### src/logic/csat_pkg.sv
// Purpose: shared constants of the clocked serial auto transfer controller
// Assumes: byte-wide processor memory port, 16-bit addresses
// Notes:   one definition per number; every user writes csat_pkg::name
package csat_pkg;

    // register addresses on the processor memory port
    localparam logic [15:0] ADDR_MODE      = 16'hff90;
    localparam logic [15:0] ADDR_STATUS    = 16'hff91;
    localparam logic [15:0] ADDR_TRIGGER   = 16'hff92;
    localparam logic [15:0] ADDR_DIVISOR   = 16'hff93;
    localparam logic [15:0] ADDR_END       = 16'hff94;
    localparam logic [15:0] ADDR_INTERVAL  = 16'hff95;
    localparam logic [15:0] ADDR_SHIFT     = 16'hff96;
    localparam logic [15:0] ADDR_COUNT     = 16'hff97;
    localparam logic [15:0] ADDR_RAM_BASE  = 16'hfa00;
    localparam logic [15:0] ADDR_RAM_MASK  = 16'hffe0;

    // buffer geometry
    localparam int          RAM_AW         = 5;
    localparam int          RAM_DEPTH      = 32;

    // mode register fields
    localparam int          MODE_ENABLE    = 7;
    localparam int          MODE_AUTO      = 6;
    localparam int          MODE_REPEAT    = 5;
    localparam int          MODE_MASTER    = 4;
    localparam int          MODE_TX        = 3;
    localparam int          MODE_RX        = 2;
    localparam int          MODE_LSB       = 1;
    localparam logic [7:0]  MODE_WMASK     = 8'hfe;

    // status register fields
    localparam int          ST_BASE_HALF   = 6;
    localparam int          ST_STROBE      = 5;
    localparam int          ST_BUSY_EN     = 4;
    localparam int          ST_BUSY_LVL    = 3;
    localparam int          ST_ERR_EN      = 2;
    localparam int          ST_ERR_FLAG    = 1;
    localparam int          ST_ACTIVE      = 0;
    localparam logic [7:0]  ST_WMASK       = 8'h7c;

    // trigger register fields
    localparam int          TRG_START      = 0;
    localparam int          TRG_STOP       = 1;

    // reset values
    localparam logic [7:0]  RST_MODE       = 8'h00;
    localparam logic [7:0]  RST_STATUS     = 8'h00;
    localparam logic [1:0]  RST_DIVISOR    = 2'h3;
    localparam logic [4:0]  RST_END        = 5'h00;
    localparam logic [5:0]  RST_INTERVAL   = 6'h00;

    // base clock ticks per serial clock for each divisor code
    localparam logic [5:0]  DIV_CODE0      = 6'd6;
    localparam logic [5:0]  DIV_CODE1      = 6'd8;
    localparam logic [5:0]  DIV_CODE2      = 6'd16;
    localparam logic [5:0]  DIV_CODE3      = 6'd32;

    // serial clocks between bytes forced by strobe and busy options; index of the last data bit
    localparam logic [5:0]  GAP_STROBE     = 6'd2;
    localparam logic [5:0]  GAP_BUSY       = 6'd1;
    localparam logic [2:0]  BITS_LAST      = 3'd7;

    typedef enum logic [2:0] {
        CSAT_IDLE,
        CSAT_FETCH,
        CSAT_PRIME,
        CSAT_SHIFT,
        CSAT_GAP,
        CSAT_DONE
    } csat_state_e;

endpackage : csat_pkg

### src/logic/csat_ram_if.sv
// Purpose: carrier between controller and its transfer buffer
// Assumes: both ports on clock_i
// Notes:   processor port and engine port, each with registered read data
`timescale 1ns/1ps
interface csat_ram_if;
    logic       cpu_we;
    logic [4:0] cpu_addr;
    logic [7:0] cpu_wdata;
    logic [7:0] cpu_rdata;
    logic       eng_we;
    logic [4:0] eng_addr;
    logic [7:0] eng_wdata;
    logic [7:0] eng_rdata;

    modport ram  (input cpu_we, cpu_addr, cpu_wdata, eng_we, eng_addr, eng_wdata,
                  output cpu_rdata, eng_rdata);
    modport user (output cpu_we, cpu_addr, cpu_wdata, eng_we, eng_addr, eng_wdata,
                  input cpu_rdata, eng_rdata);
endinterface : csat_ram_if

### src/logic/csat_ctrl.sv
// Purpose: control, status and automatic buffer transfer of a 3-wire serial unit
// Assumes: clock_i is the oscillator clock; memory port reads answer two cycles later
// Notes:   interface enable low clears state on the next edge, not truly asynchronously
//
// Contract
// - status bits 0 and 1 are read-only
// - strobe enable works only as clock master
// - strobe forces two clocks between bytes
// - error detection compares busy with level bit
// - error enable gates detection, busy-wait independent
// - busy active during data bits sets error
// - error clears at reset, disable, start
// - active flag high from start to end
// - active clears at reset, disable, end, stop
// - buffer writes accepted during transfer
// - trigger bit0 starts, bit1 stops, zeros ignored
// - start or stop waits for byte end
// - trigger bits self-clear after transfer interrupt
// - stop keeps address count, no resume
// - divisor code selects base/6,/8,/16,/32
// - end address is 5-bit buffer index
// - single transfer runs base through end address
// - repeat transfer wraps to start until stopped
// - base clock is oscillator or half of it
// - disable drives output low, clock high, resets
// - busy wait holds master transfer until busy inactive
// - master inserts 0..63 clock interval per byte
`timescale 1ns/1ps
module csat_ctrl (
    // clock and reset
    input  wire logic        clock_i,
    input  wire logic        reset_i,
    // processor memory port
    input  wire logic [15:0] addr_i,
    input  wire logic        wr_i,
    input  wire logic        rd_i,
    input  wire logic [7:0]  wdata_i,
    output logic      [7:0]  rdata_o,
    output logic             rvalid_o,
    // serial pins
    input  wire logic        sck_i,
    output logic             sck_o,
    output logic             sck_oe_o,
    input  wire logic        si_i,
    output logic             so_o,
    output logic             stb_o,
    input  wire logic        busy_i,
    // transfer event
    output logic             irq_o
);
    csat_ram_if ram_bus ();

    csat_buffer_ram u_ram (
        .clock_i (clock_i),
        .ram     (ram_bus.ram)
    );

    // registers
    logic [7:0]  serial_mode_control;
    logic [7:0]  status_cfg;
    logic        bit_error_flag;
    logic        transfer_active_flag;
    logic        auto_start_trigger;
    logic        auto_stop_trigger;
    logic [1:0]  serial_clock_divisor;
    logic [4:0]  auto_transfer_end_address;
    logic [5:0]  byte_interval_setting;
    logic [7:0]  serial_shift_register;
    logic [4:0]  buffer_address_count;

    // engine state
    csat_pkg::csat_state_e state;
    logic [2:0]  bit_cnt;
    logic [5:0]  wait_cnt;
    logic [5:0]  div_cnt;
    logic        half_toggle;
    logic        rd_q;
    logic [2:0]  rd_sel_q;
    logic [7:0]  rd_hold;

    // synchronisers: stage one is read only by stage two
    logic [1:0]  si_sync;
    logic [1:0]  busy_sync;
    logic [2:0]  sck_sync;

    function automatic logic [7:0] shift_in(input logic [7:0] sr, input logic b, input logic lsb);
        shift_in = lsb ? {b, sr[7:1]} : {sr[6:0], b};
    endfunction : shift_in

    function automatic logic out_bit(input logic [7:0] sr, input logic lsb);
        out_bit = lsb ? sr[0] : sr[7];
    endfunction : out_bit

    function automatic logic hit(input logic [15:0] a, input logic [15:0] ref_a);
        hit = (a == ref_a);
    endfunction : hit

    // mode decode
    wire         en_w      = serial_mode_control[csat_pkg::MODE_ENABLE];
    wire         auto_w    = serial_mode_control[csat_pkg::MODE_AUTO];
    wire         repeat_w  = serial_mode_control[csat_pkg::MODE_REPEAT];
    wire         master_w  = serial_mode_control[csat_pkg::MODE_MASTER];
    wire         tx_w      = serial_mode_control[csat_pkg::MODE_TX];
    wire         rx_w      = serial_mode_control[csat_pkg::MODE_RX];
    wire         lsb_w     = serial_mode_control[csat_pkg::MODE_LSB];
    wire         strobe_w  = status_cfg[csat_pkg::ST_STROBE] & master_w;
    wire         busy_en_w = status_cfg[csat_pkg::ST_BUSY_EN];
    wire         busy_on_w = (busy_sync[1] == status_cfg[csat_pkg::ST_BUSY_LVL]);

    // bus decode
    wire         ram_hit_w   = ((addr_i & csat_pkg::ADDR_RAM_MASK) == csat_pkg::ADDR_RAM_BASE);
    wire         wr_mode_w   = wr_i & hit(addr_i, csat_pkg::ADDR_MODE);
    wire         wr_stat_w   = wr_i & hit(addr_i, csat_pkg::ADDR_STATUS);
    wire         wr_trig_w   = wr_i & hit(addr_i, csat_pkg::ADDR_TRIGGER);
    wire         wr_div_w    = wr_i & hit(addr_i, csat_pkg::ADDR_DIVISOR);
    wire         wr_end_w    = wr_i & hit(addr_i, csat_pkg::ADDR_END);
    wire         wr_int_w    = wr_i & hit(addr_i, csat_pkg::ADDR_INTERVAL);
    wire         wr_shift_w  = wr_i & hit(addr_i, csat_pkg::ADDR_SHIFT);
    wire         start_req_w = wr_trig_w & auto_w & wdata_i[csat_pkg::TRG_START];
    wire         stop_req_w  = wr_trig_w & auto_w & wdata_i[csat_pkg::TRG_STOP];
    wire         single_go_w = wr_shift_w & en_w & ~auto_w & ~transfer_active_flag;

    // serial clock generation
    wire         base_en_w = ~status_cfg[csat_pkg::ST_BASE_HALF] | half_toggle;
    wire [5:0]   div_n_w   = (serial_clock_divisor == 2'h0) ? csat_pkg::DIV_CODE0 :
                             (serial_clock_divisor == 2'h1) ? csat_pkg::DIV_CODE1 :
                             (serial_clock_divisor == 2'h2) ? csat_pkg::DIV_CODE2 :
                                                              csat_pkg::DIV_CODE3;
    wire         rise_m_w  = base_en_w & (div_cnt == ((div_n_w >> 1) - 6'd1));
    wire         fall_m_w  = base_en_w & (div_cnt == (div_n_w - 6'd1));
    wire         rise_s_w  = sck_sync[1] & ~sck_sync[2];
    wire         fall_s_w  = ~sck_sync[1] & sck_sync[2];
    wire         rise_w    = master_w ? rise_m_w : rise_s_w;
    wire         fall_w    = master_w ? fall_m_w : fall_s_w;

    // forced gap takes priority over a shorter programmed interval
    wire [5:0]   gap_w     = strobe_w ? csat_pkg::GAP_STROBE :
                             busy_en_w ? csat_pkg::GAP_BUSY : 6'd0;
    wire [5:0]   wait_n_w  = (byte_interval_setting > gap_w) ? byte_interval_setting : gap_w;
    wire         hold_w    = busy_en_w & busy_on_w;
    wire         at_end_w  = (buffer_address_count == auto_transfer_end_address);

    // processor read selection
    wire [2:0]   rd_sel_w  = ram_hit_w ? 3'd1 : 3'd0;
    wire [7:0]   reg_rd_w  =
        hit(addr_i, csat_pkg::ADDR_MODE)     ? serial_mode_control :
        hit(addr_i, csat_pkg::ADDR_STATUS)   ? {1'b0, status_cfg[6:2], bit_error_flag, transfer_active_flag} :
        hit(addr_i, csat_pkg::ADDR_TRIGGER)  ? {6'h00, auto_stop_trigger, auto_start_trigger} :
        hit(addr_i, csat_pkg::ADDR_DIVISOR)  ? {6'h00, serial_clock_divisor} :
        hit(addr_i, csat_pkg::ADDR_END)      ? {3'h0, auto_transfer_end_address} :
        hit(addr_i, csat_pkg::ADDR_INTERVAL) ? {2'h0, byte_interval_setting} :
        hit(addr_i, csat_pkg::ADDR_SHIFT)    ? serial_shift_register :
        hit(addr_i, csat_pkg::ADDR_COUNT)    ? {3'h0, buffer_address_count} : 8'h00;

    // buffer ports; the buffer is closed while the unit is disabled
    assign ram_bus.cpu_we    = wr_i & ram_hit_w & en_w;
    assign ram_bus.cpu_addr  = addr_i[4:0];
    assign ram_bus.cpu_wdata = wdata_i;
    assign ram_bus.eng_we    = (state == csat_pkg::CSAT_DONE) & auto_w & rx_w;
    assign ram_bus.eng_addr  = buffer_address_count;
    assign ram_bus.eng_wdata = serial_shift_register;

    always_ff @(posedge clock_i) begin
        si_sync   <= {si_sync[0], si_i};
        busy_sync <= {busy_sync[0], busy_i};
        sck_sync  <= {sck_sync[1:0], sck_i};
    end

    always_ff @(posedge clock_i) begin
        if (reset_i) begin
            rd_q     <= 1'b0;
            rd_sel_q <= 3'd0;
            rd_hold  <= 8'h00;
            rdata_o  <= 8'h00;
            rvalid_o <= 1'b0;
        end else begin
            rd_q     <= rd_i;
            rd_sel_q <= rd_sel_w;
            rd_hold  <= reg_rd_w;
            rvalid_o <= rd_q;
            if (rd_q) begin
                rdata_o <= (rd_sel_q == 3'd1) ? (en_w ? ram_bus.cpu_rdata : 8'h00) : rd_hold;
            end
        end
    end

    // configuration registers
    always_ff @(posedge clock_i) begin
        if (reset_i) begin
            serial_mode_control       <= csat_pkg::RST_MODE;
            status_cfg                <= csat_pkg::RST_STATUS;
            serial_clock_divisor      <= csat_pkg::RST_DIVISOR;
            auto_transfer_end_address <= csat_pkg::RST_END;
            byte_interval_setting     <= csat_pkg::RST_INTERVAL;
        end else begin
            if (wr_mode_w) begin
                serial_mode_control <= wdata_i & csat_pkg::MODE_WMASK;
            end
            if (wr_stat_w) begin
                status_cfg <= wdata_i & csat_pkg::ST_WMASK;
            end
            if (wr_div_w) begin
                serial_clock_divisor <= wdata_i[1:0];
            end
            if (wr_end_w) begin
                auto_transfer_end_address <= wdata_i[4:0];
            end
            if (wr_int_w) begin
                byte_interval_setting <= wdata_i[5:0];
            end
        end
    end

    // bit error flag: a detection wins over everything but reset and disable
    always_ff @(posedge clock_i) begin
        if (reset_i || !en_w) begin
            bit_error_flag <= 1'b0;
        end else if ((state == csat_pkg::CSAT_SHIFT) && status_cfg[csat_pkg::ST_ERR_EN] && busy_on_w) begin
            bit_error_flag <= 1'b1;
        end else if (single_go_w || (state == csat_pkg::CSAT_IDLE && auto_w && auto_start_trigger)) begin
            bit_error_flag <= 1'b0;
        end
    end

    // trigger bits hold a request until the byte's transfer event
    always_ff @(posedge clock_i) begin
        if (reset_i || !en_w) begin
            auto_start_trigger <= 1'b0;
            auto_stop_trigger  <= 1'b0;
        end else begin
            // a request written in the event cycle survives the self-clear
            if (start_req_w) begin
                auto_start_trigger <= 1'b1;
            end else if (state == csat_pkg::CSAT_DONE) begin
                auto_start_trigger <= 1'b0;
            end
            if (stop_req_w) begin
                auto_stop_trigger <= 1'b1;
            end else if (state == csat_pkg::CSAT_DONE) begin
                auto_stop_trigger <= 1'b0;
            end
        end
    end

    always_ff @(posedge clock_i) begin
        if (reset_i) begin
            half_toggle <= 1'b0;
        end else begin
            half_toggle <= ~half_toggle;
        end
    end

    // divider is held in idle and prime so each byte starts on a clean period
    always_ff @(posedge clock_i) begin
        if (reset_i || state == csat_pkg::CSAT_IDLE || state == csat_pkg::CSAT_PRIME) begin
            div_cnt <= 6'd0;
        end else if (fall_m_w) begin
            div_cnt <= 6'd0;
        end else if (base_en_w) begin
            div_cnt <= div_cnt + 6'd1;
        end
    end

    // transfer engine
    always_ff @(posedge clock_i) begin
        if (reset_i || !en_w) begin
            state                 <= csat_pkg::CSAT_IDLE;
            transfer_active_flag  <= 1'b0;
            serial_shift_register <= 8'h00;
            buffer_address_count  <= 5'h00;
            bit_cnt               <= 3'd0;
            wait_cnt              <= 6'd0;
            sck_o                 <= 1'b1;
            sck_oe_o              <= 1'b0;
            so_o                  <= 1'b0;
            stb_o                 <= 1'b0;
            irq_o                 <= 1'b0;
        end else begin
            irq_o    <= 1'b0;
            sck_oe_o <= master_w;
            case (state)
                csat_pkg::CSAT_IDLE: begin
                    sck_o <= 1'b1;
                    stb_o <= 1'b0;
                    if (single_go_w) begin
                        serial_shift_register <= wdata_i;
                        transfer_active_flag  <= 1'b1;
                        state                 <= csat_pkg::CSAT_PRIME;
                    end else if (auto_w && auto_start_trigger && !transfer_active_flag) begin
                        buffer_address_count <= 5'h00;
                        transfer_active_flag <= 1'b1;
                        state                <= csat_pkg::CSAT_FETCH;
                    end
                end
                csat_pkg::CSAT_FETCH: begin
                    state <= csat_pkg::CSAT_PRIME;
                end
                csat_pkg::CSAT_PRIME: begin
                    if (auto_w) begin
                        serial_shift_register <= ram_bus.eng_rdata;
                        so_o <= tx_w & out_bit(ram_bus.eng_rdata, lsb_w);
                    end else begin
                        so_o <= tx_w & out_bit(serial_shift_register, lsb_w);
                    end
                    bit_cnt <= 3'd0;
                    if (master_w) begin
                        sck_o <= 1'b0;
                    end
                    state <= csat_pkg::CSAT_SHIFT;
                end
                csat_pkg::CSAT_SHIFT: begin
                    if (rise_w) begin
                        sck_o <= 1'b1;
                        serial_shift_register <= shift_in(serial_shift_register, si_sync[1], lsb_w);
                        bit_cnt <= bit_cnt + 3'd1;    // wraps to zero on the eighth rise
                        if (bit_cnt == csat_pkg::BITS_LAST && !master_w) begin
                            state <= csat_pkg::CSAT_DONE;
                        end
                    end else if (fall_w) begin
                        if (master_w && bit_cnt == 3'd0) begin
                            wait_cnt <= 6'd0;
                            stb_o    <= strobe_w;
                            state    <= (wait_n_w == 6'd0 && !hold_w) ? csat_pkg::CSAT_DONE
                                                                      : csat_pkg::CSAT_GAP;
                        end else begin
                            sck_o <= ~master_w;
                            so_o  <= tx_w & out_bit(serial_shift_register, lsb_w);
                        end
                    end
                end
                csat_pkg::CSAT_GAP: begin
                    if (fall_m_w && !hold_w) begin
                        stb_o    <= 1'b0;
                        wait_cnt <= wait_cnt + 6'd1;
                        if (wait_cnt + 6'd1 >= wait_n_w) begin
                            state <= csat_pkg::CSAT_DONE;
                        end
                    end
                end
                csat_pkg::CSAT_DONE: begin
                    irq_o <= 1'b1;
                    stb_o <= 1'b0;
                    if (!auto_w) begin
                        transfer_active_flag <= 1'b0;
                        state                <= csat_pkg::CSAT_IDLE;
                    end else if (auto_stop_trigger) begin
                        buffer_address_count <= buffer_address_count + 5'h01;
                        transfer_active_flag <= 1'b0;
                        state                <= csat_pkg::CSAT_IDLE;
                    end else if (at_end_w && !repeat_w) begin
                        buffer_address_count <= buffer_address_count + 5'h01;
                        transfer_active_flag <= 1'b0;
                        state                <= csat_pkg::CSAT_IDLE;
                    end else if (at_end_w) begin
                        buffer_address_count <= 5'h00;
                        state                <= csat_pkg::CSAT_FETCH;
                    end else begin
                        buffer_address_count <= buffer_address_count + 5'h01;
                        state                <= csat_pkg::CSAT_FETCH;
                    end
                end
                default: begin
                    state <= csat_pkg::CSAT_IDLE;
                end
            endcase
        end
    end
endmodule : csat_ctrl

### src/logic/csat_buffer_ram.sv
// Purpose: 32-byte transfer buffer with two ports
// Assumes: same-address writes in one cycle are rare
// Notes:   processor write wins over engine write on an address clash
`timescale 1ns/1ps
module csat_buffer_ram (
    // clock
    input  wire logic  clock_i,
    // ports
    csat_ram_if.ram    ram
);
    logic [7:0] mem [csat_pkg::RAM_DEPTH];

    always_ff @(posedge clock_i) begin
        if (ram.eng_we) begin
            mem[ram.eng_addr] <= ram.eng_wdata;
        end
        if (ram.cpu_we) begin
            mem[ram.cpu_addr] <= ram.cpu_wdata;
        end
        ram.cpu_rdata <= mem[ram.cpu_addr];
        ram.eng_rdata <= mem[ram.eng_addr];
    end
endmodule : csat_buffer_ram

### config.mk
export PLATFORM = sky130hd
export DESIGN_NAME = csat_ctrl
export DESIGN_NICKNAME = d
export VERILOG_FILES = /design/src/logic/csat_pkg.sv /design/src/logic/csat_ram_if.sv /design/src/logic/csat_ctrl.sv /design/src/logic/csat_buffer_ram.sv
export SDC_FILE = /design/constraint.sdc
export NUM_CORES = 1
export LEC_CHECK = 0
export BUFFER_PORTS_ARGS = -buffer_cell sky130_fd_sc_hd__buf_2
export CAP_MARGIN = 10
export CORE_MARGIN = 2
export CORE_UTILIZATION = 40
export CTS_CLUSTER_SIZE = 12
export DETAILED_ROUTE_END_ITERATION = 10
export PLACE_DENSITY_LB_ADDON = 0.25
export SETUP_SLACK_MARGIN = 0.3
export SYNTH_ARGS = -nofsm -noshare
export SYNTH_HDL_FRONTEND = slang
export SYNTH_HIERARCHICAL = 1
export SYNTH_SLANG_ARGS = --single-unit
### constraint.sdc
create_clock -name clock_i -period 3.2 [get_ports clock_i]
set_input_delay 0.48 -clock clock_i [delete_from_list [all_inputs] [get_ports clock_i]]
set_output_delay 0.48 -clock clock_i [all_outputs]
set_load 0.05 [all_outputs]
==> run summary, run 1 <==
Wires add up to 76010 um. The post-synthesis to final-layout area growth is 16.53%. The DRC violation total after the first TritonRoute iteration is 1892.

The core area is 51510 sq um. The mean instance size in the synthesized netlist came out at 11.46 sq um. The count of standard-cell rows is 83. By area, the combinational part of the netlist is dominated by multiplexers. The sequential area share after synthesis came out at 47.01%. Before antenna repair, the detailed router went through 7 iterations. The min-delay analysis places its worst path in the category in -> reg. The synthesized netlist devotes less than 1% of its cell area to adder and majority cells. The clock slew at the register clock pins of the worst setup and hold paths is 0.06 ns.

Measured against its own limit, the worst slew margin works out to 21.94%. The final sum of negative setup slack is 0 ns. Broken down by cell family, the worst path's largest delay share belongs to compound AO/OA/AOI/OAI gates. The final hold violation count is 0. The share of the clock period used by the worst path came out at 91.27%.

The remaining global-route overflow came out at 0. The net count reported at finish came out at 1955. Dividing the detail-routed wire length by the instance count gives 28.97 um. The number of primary I/O pins came out at 45.

The number of H-tree branching levels came out at 2. The HPWL after detailed placement came out at around 54000 um. The post-synthesis register bit count came out at 364. The pin count of the biggest net entering global routing came out at 49. The average via count per standard cell came out at 6.260. The clock buffer count from CTS is 44.

The proportion of register bits with asynchronous set or reset after synthesis came out at 0%. Once placement finished, the instance area stood at between 20000 and 25000 sq um. The all-layer global routing usage is around 28%. Summing the areas of all compound-gate instances in the mapped netlist gives 9.709% of the synthesized area. The clock arrives with 0.02734 ns of skew. Dividing total power by cell area gives a power density of 425.4 nW/um^2. The startpoint identified for the worst hold timing path is rd_i. The number of pins with negative max-slew slack in the final report came out at 0. In the final layout, the share of cells above drive strength 1 is a little under a third. The CTS tree is yes.

The critical path goes through nand2_4 > nand2_4 > inv_2 > ha_4 > nand2_4 > o21ai_2 > nand2_1 > nand2_1 > o21ai_1 > ha_1 > nand2b_4 > a211o_1 > a2111oi_4 > a311oi_2 > and3_4 > a311oi_2. The max-capacitance violation count is 0. The number of nets handed over by synthesis was ~1900. The XOR/XNOR share of the synthesized area is less than 1%.

The launch point of the worst reg-to-reg path is status_cfg[5]. The slew at the pin closest to its max-slew limit came out at 1.171 ns. The simple-gate area share of the yosys netlist came out at between 10% and 20%. The post-route antenna net violation count is 0.

The cell count after synthesis came out at 1829. The maximum resistive drop on vdd came out at 0.0003669 V. The post-route cell area is roughly 24000 sq um.

The number of DRC violations after detailed routing is 0. Together, buffers and inverters on the worst path number 1. At the worst endpoint, the required time is between 3 and 4 ns.

The overall power consumption came out at 10.39 mW. The run finished with clean final reports. By startpoint and endpoint, the worst setup path is classified as reg -> reg.

The number of port buffers is 44. The kind of start point of the critical path is a flip-flop. The routed layout has approximately 16000 vias. The slowest stage of the critical path belongs to the cell dfxtp_2. The initial antenna violation count was 0. The cell depth of the worst flop-to-flop path is 16.

The longest individual stage delay on the worst path came out at around 0.36 ns. In the synthesized netlist, mux cells make up 27.40% of the area. The effective utilization at floorplan is just over 40%. Counting along the longest clock path gives a buffer depth of 3. Counting instances, the worst hold path has a depth of 2.

The synthesis warning total came out at 6. The wire length of the first global-routing pass is 109600 um. The final period demand of the worst path came out at 2.921 ns. Setup repair after global routing could not meet its margin everywhere.

For flop-to-flop paths, the worst setup slack is 0.28 ns. Leaving out fill and tap cells, the most frequent cells in the layout are mux2i_1, edfxtp_1, mux2_2. The setup-violating endpoint count in the final report is 0. The highest clock frequency the design can meet came out at 0.3424 GHz.

The die footprint came out at 54230 sq um. The critical-path maximum fanout is 3. Data arrives at the worst endpoint at between 3 and 4 ns. The die is 232.9 um wide. Summed over all cells, the static leakage comes to roughly 9.0 nW. The synthesized design contains 256 enable-type register cells. The sort of element at the end of the critical path is a flip-flop. The clock drives roughly 360 sinks.

In this run the critical register-to-register path is captured at state[1]. The netlist uses 87 different library cells. In the synthesized netlist the dominant register cell turns out to be edfxtp_1. The die extent in y came out at 232.9 um. The via count of the first global-routing pass is 15980. The root buffer cell is clkbuf_16. The number of antenna diodes is 0. Across all hold checks on the routed design, the worst slack comes to 0.1204 ns. The most numerous cell type found on the critical path is nand2_4. Leaving out fill and tap cells, the most frequent cell in the layout is mux2i_1. The worst-skew pair later-pin latency is about 0.60 ns. The worst hold path terminates at rd_q. The final weighted congestion in routability-driven placement is 1.035. The area of the mapped netlist is 20950 sq um.
routing by layer:
| layer | vias to the layer above | global-route usage [%] | routed length (um) |
|---|---|---|---|
| met5 | - | 0 | 65 |
| met4 | 2 | 9.475 | 2529 |
| met3 | 151 | 4.694 | 6358 |
| met2 | 838 | 44.08 | 34620 |
| met1 | 8219 | 38.10 | 32440 |
| li1 | 7217 | - | - |
sequential cells by signal, summed over array words and instances, names as in the netlist, 6 cells and up:
register               count
byte_interval_setting      6
div_cnt                    6
ram_bus.eng_wdata          8
rd_hold                    8
rdata_o                    8
serial_mode_control        7
u_ram/mem                256
u_ram/ram.cpu_rdata        8
u_ram/ram.eng_rdata        8
wait_cnt                   6
kinds of logic after synthesis:
group | Yosys count
adder cells (fa/ha/maj) | 14
flip-flops | 364
buffers and inverters | 175
AND/OR/NAND/NOR | 400
XOR/XNOR | 15
multiplexers | 535
AO/OA/AOI/OAI | 326
cell usage after synthesis (all sizes together) (5+ instances only):
| cell type | n | area, sq um |
|---|---|---|
| ha | 14 | 175.2 |
| a211oi | 18 | 135.1 |
| and3 | 6 | 38.79 |
| or4b | 9 | 90.09 |
| mux4 | 5 | 112.6 |
| dfxtp | 108 | 2162 |
| nand4 | 9 | 56.30 |
| nor4 | 34 | 212.7 |
| nand3 | 35 | 180.2 |
| nand4b | 8 | 70.07 |
| clkbuf | 105 | 396.6 |
| or3 | 12 | 75.07 |
| buf | 52 | 251.5 |
| edfxtp | 256 | 7687 |
| nor2b | 19 | 118.9 |
| nor3 | 20 | 161.4 |
| o22ai | 140 | 875.8 |
| nand4bb | 9 | 101.4 |
| o211ai | 6 | 50.05 |
| xor2 | 5 | 43.79 |
| nor2 | 75 | 319.0 |
| nand3b | 12 | 97.59 |
| mux2 | 259 | 2917 |
| and2 | 9 | 56.30 |
| nor3b | 6 | 55.05 |
| or4bb | 5 | 56.30 |
| mux2i | 271 | 2713 |
| a21oi | 72 | 360.4 |
| xnor2 | 10 | 87.58 |
| nand2 | 101 | 381.6 |
| inv | 18 | 67.56 |
| o21ai | 45 | 225.2 |
| or4 | 7 | 56.30 |
| a31oi | 5 | 37.53 |
| nand2b | 11 | 68.82 |
stage by stage:
stage | util (%) | cells | worst slack (ns)
after floorplan | - | 1829 | 0.08495
after global placement | 44.20 | 2534 | -0.1673
after detailed placement | 44.20 | 2534 | -0.1813
after CTS | 47.23 | 2618 | 0.2732
after global routing | 47.41 | 2624 | 0.1683
final | 47.41 | 2624 | 0.2795
worst reg2reg max path, stage by stage, from the launching register on:
cell and delay, ns:
dfxtp_2 0.36, nand2_4 0.08, nand2_4 0.07, inv_2 0.05, ha_4 0.26, nand2_4 0.05, o21ai_2 0.06, nand2_1 0.08
nand2_1 0.07, o21ai_1 0.07, ha_1 0.30, nand2b_4 0.14, a211o_1 0.32, a2111oi_4 0.36, a311oi_2 0.11, and3_4 0.21
a311oi_2 0.25
repair_timing:
action                     in CTS  in global routing
setup endpoints to repair      26                 57
resized for setup              17                 10
pin swaps                       6                 15
hold endpoints to repair        3                  0
hold buffers                    3                  0
gates cloned                    0                  0
setup buffers                   1                  6
layout make-up:
cell class | count | area (sq um)
inverter | 18 | 67.56
multi-input combinational | 1290 | 10670
fill | 4705 | 27090
tap | 680 | 850.8
clock inverter | 24 | 236.5
sequential | 364 | 9857
timing repair buffer | 192 | 1533
clock buffer | 56 | 1207
worst max-delay path by stage:
stage                     depth (start not counted)  slack, ns          endpoint           from
final                                            16       0.28          state[1]  status_cfg[5]
after global routing                             16       0.17          state[1]  status_cfg[5]
after CTS                                         5       0.27   u_ram/mem[4][2]       state[2]
after detailed placement                          9      -0.18  u_ram/mem[12][2]      addr_i[5]
after global placement                            9      -0.17  u_ram/mem[12][5]      addr_i[5]
after floorplan                                   7       0.08  u_ram/mem[24][0]      addr_i[5]
power by group:
part           leakage, nW  switching (mW)  total, mW  internal, mW
clock                0.702            2.09       5.03          2.93
sequential            3.86         0.00870       5.00          4.99
combinational         4.47           0.262      0.364         0.102
(Power assumes the default switching activity.)
==> inputs of run 2 (changes only) <==
REMOVE_ABC_BUFFERS = 1   (was not set)
clock period = 3.16 ns   (was 3.2 ns; I/O delays follow)
==> run 2 against run 1 <==
Against the previous run:
- core utilization rose by 0.58 points
- global-route usage up 0.62 points
- cell area is 1.2% higher
- first-iteration DRC count up 4.4%
- largest cell class unchanged
- non-clock buffer count grew 43
- final cell count increased by 1.6%
- via count rose by 0.83%
- wire length is 1.5% higher
- die area stayed put
- critical path depth down 2
- clock-buffer cell count increased by 5
==> run summary, run 2 (same netlist as run 1, synthesis figures left out) <==
The flow ran to the end, and the final reports show no timing, DRC or antenna violations. The number of primary I/O pins is 45 (unchanged). The setup-violating endpoint count in the final report came to 0 (unchanged).

The final period demand of the worst path is 2.975 ns (+0.05458 ns). The number of H-tree branching levels came out at 2 (unchanged). The max-capacitance violation count came out at 0 (unchanged). The initial antenna violation count came out at 0 (unchanged). The tree is rooted in a clkbuf_16.

The horizontal die dimension is 232.9 um (unchanged). The final weighted congestion in routability-driven placement came to 1.027 (-0.82%). The sum of routed wire length over all layers is 77120 um (+1.5%). The core area came out at 51510 sq um (unchanged). The wire length of the first global-routing pass came out at 111400 um (+1.6%). The placed instance count came to 2575 (+1.6%). Setup repair after global routing could not meet its margin everywhere.

The register ranked first by flip-flop count is u_ram/mem. The critical-path maximum fanout is 3 (unchanged). Leaving out fill and tap cells, the most frequent cells in the layout are mux2i_1, edfxtp_1, mux2_2. The number of DRC violations after detailed routing came out at 0 (unchanged). The kind of cell with the highest combined delay on the critical path is compound AO/OA/AOI/OAI gates.

On the critical path, the stage with the largest delay is an instance of dfxtp_2. The total number of vias is 16560 (+0.83%). The die extent in y is 232.9 um (unchanged). The post-route antenna net violation count came out at 0 (unchanged). The worst register-to-register path begins at status_cfg[5].

The power density relative to cell area came to 425.4 nW/um^2 (about the same). The data required time at the worst endpoint was 3.65 ns (-0.06 ns). The endpoint arrival time on the critical path is 3.46 ns (+0.03 ns). The TritonCTS sink count was 364 (unchanged). The all-layer global routing usage is 28.32% (+0.62 points).

Compared with the post-synthesis result, the final layout area differs by 17.95%. The slew at the pin closest to its max-slew limit is 1.101 ns (-0.06998 ns). The die footprint came out at 54230 sq um (unchanged). STA classifies the critical path endpoint as a flip-flop. The number of pins with negative max-slew slack in the final report is 0 (unchanged). The highest clock frequency the design can meet is 0.3361 GHz (-1.8%). The maximum resistive drop on vdd is 0.0003017 V (-18%). The deepest clock path buffer count was 3 (unchanged).

The worst-skew pair later-pin latency came out at 0.58 ns (-0.02 ns). The static leakage was 9.254 nW (+2.5%). The remaining max-slew budget at the tightest pin is 26.50% (+4.6 points). The number of port buffers is 44 (unchanged). The detailed-route wire length per cell came to 28.93 um (-0.14%). Traced cell by cell, the critical path runs through nand2_4 > ha_4 > nor2b_4 > buf_6 > o21a_1 > nor3_2 > nor2_1 > ha_1 > a211o_1 > a2111oi_4 > buf_4 > a311oi_2 > and3_4 > a311oi_2.

The remaining global-route overflow came to 0 (unchanged). The final sum of negative setup slack came out at 0 ns (unchanged). The worst setup path is of the reg -> reg kind.

The length of the first detailed-routing pass in iterations is 5 (-2). The critical path startpoint is status_cfg[5]. The clock tree skew after final layout came to 0.02700 ns (-0.0003381 ns).

The fraction of layout cells with a size suffix above 1 is 31.34% (+0.73 points). The worst hold path belongs to the class in -> reg. The via count of the first global-routing pass is 16040 (+0.38%). Leaving out fill and tap cells, the most frequent cell in the layout is mux2i_1.

The final hold violation count is 0 (unchanged). TritonCTS built the clock tree. The clock slew at the register clock pins of the worst setup and hold paths is 0.06 ns (about the same). The number of buffers and inverters on the critical path came out at 2 (+1). The net count reported at finish came to 1997 (+2.1%). The longest individual stage delay on the worst path was 0.35 ns (about the same). The clock buffer count from CTS is 43 (-2.3%).

The DRC violation total after the first TritonRoute iteration came out at 1975 (+4.4%). The effective utilization at floorplan is 40.68% (unchanged). The startpoint of the tightest hold check path is rd_i. The worst setup path is launched from a flip-flop.

The count of standard-cell rows is 83 (unchanged). The pin count of the biggest net entering global routing came to 52 (+6.1%). The average via count per standard cell was 6.213 (-0.75%).

The share of the clock period used by the worst path came out at 94.15% (+2.9 points). The HPWL after detailed placement is 55710 um (+3.3%). The non-filler instance count after layout is 2666 (+1.6%). The most numerous cell type found on the critical path is a311oi_2. The number of flip-flops under the largest register name is 256 (unchanged).
[run 2: cell types whose count changed in the layout (fill, tap and decap cells not counted), moves of 5 or more]
cell     change
buf_6        +5
o21ai_2      -6
buf_12       +9
mux2_2       +8
buf_4       +29
mux2_4      -10
o21ai_0      +7
[run 2: what timing repair did]
| item | in CTS | in global routing |
|---|---|---|
| setup endpoints to repair | 64 | 161 |
| hold buffers | 3 | 0 |
| endpoints found under the hold margin | 3 | 0 |
| pin swaps | 9 | 3 |
| resized for setup | 24 | 14 |
| buffers inserted | 4 | 5 |
[run 2: through the flow]
stage	setup slack (ns)	hold WS, ns	total power, mW	utilization (%)	instance area [sq um]
6_report	0.1849	0.1213	10.51	47.98	24720
5_1_grt	0.04624	0.1232	10.78	47.98	24710
4_1_cts	0.1169	0.1094	10.59	47.78	24610
3_5_place_dp	-0.4143	0.3171	5.532	44.71	23030
3_3_place_gp	-0.4218	0.3146	5.531	44.71	23030
2_1_floorplan	-3.495	0.3096	5.271	-	20310
[run 2: final cells by class]
cell class              count  area (sq um)
repair buffers            235          1987
flip-flops and latches    364          9856
diodes                      1         2.502
fillers                  4760         26790
clock inverters            17         167.7
multi-input cells        1290         10530
clock buffers              61          1259
well taps                 680         850.8
inverters                  18         67.56
[run 2: per-layer routing]
metal | global-route usage, % | vias to the layer above | routed length [um]
li1 | - | 7314 | -
met1 | 38.82 | 8302 | 33240
met2 | 44.17 | 782 | 34640
met3 | 5.221 | 166 | 6131
met4 | 11.23 | 0 | 3100
met5 | 0 | - | 0
[run 2: power by group]
part | total, mW | internal [mW] | switching (mW)
registers | 5.06 | 5.05 | 0.00863
clock network | 5.07 | 3.02 | 2.05
logic | 0.380 | 0.111 | 0.268
[run 2: worst paths after layout]
path	to	depth (start not counted)	slack, ns
max	state[1]	14	0.18
min	rd_q	2	0.12
max reg2reg	state[1]	14	0.18
min reg2reg	sck_sync[1]	0	0.33
[run 2: worst register-to-register path, delay by kind of cell (launching register included)]
family | cells | cell delay [ns]
compound gates | 5 | 1.12
fa+ha+maj | 2 | 0.51
buf+inv | 2 | 0.28
flops | 1 | 0.35
simple gates | 5 | 0.62
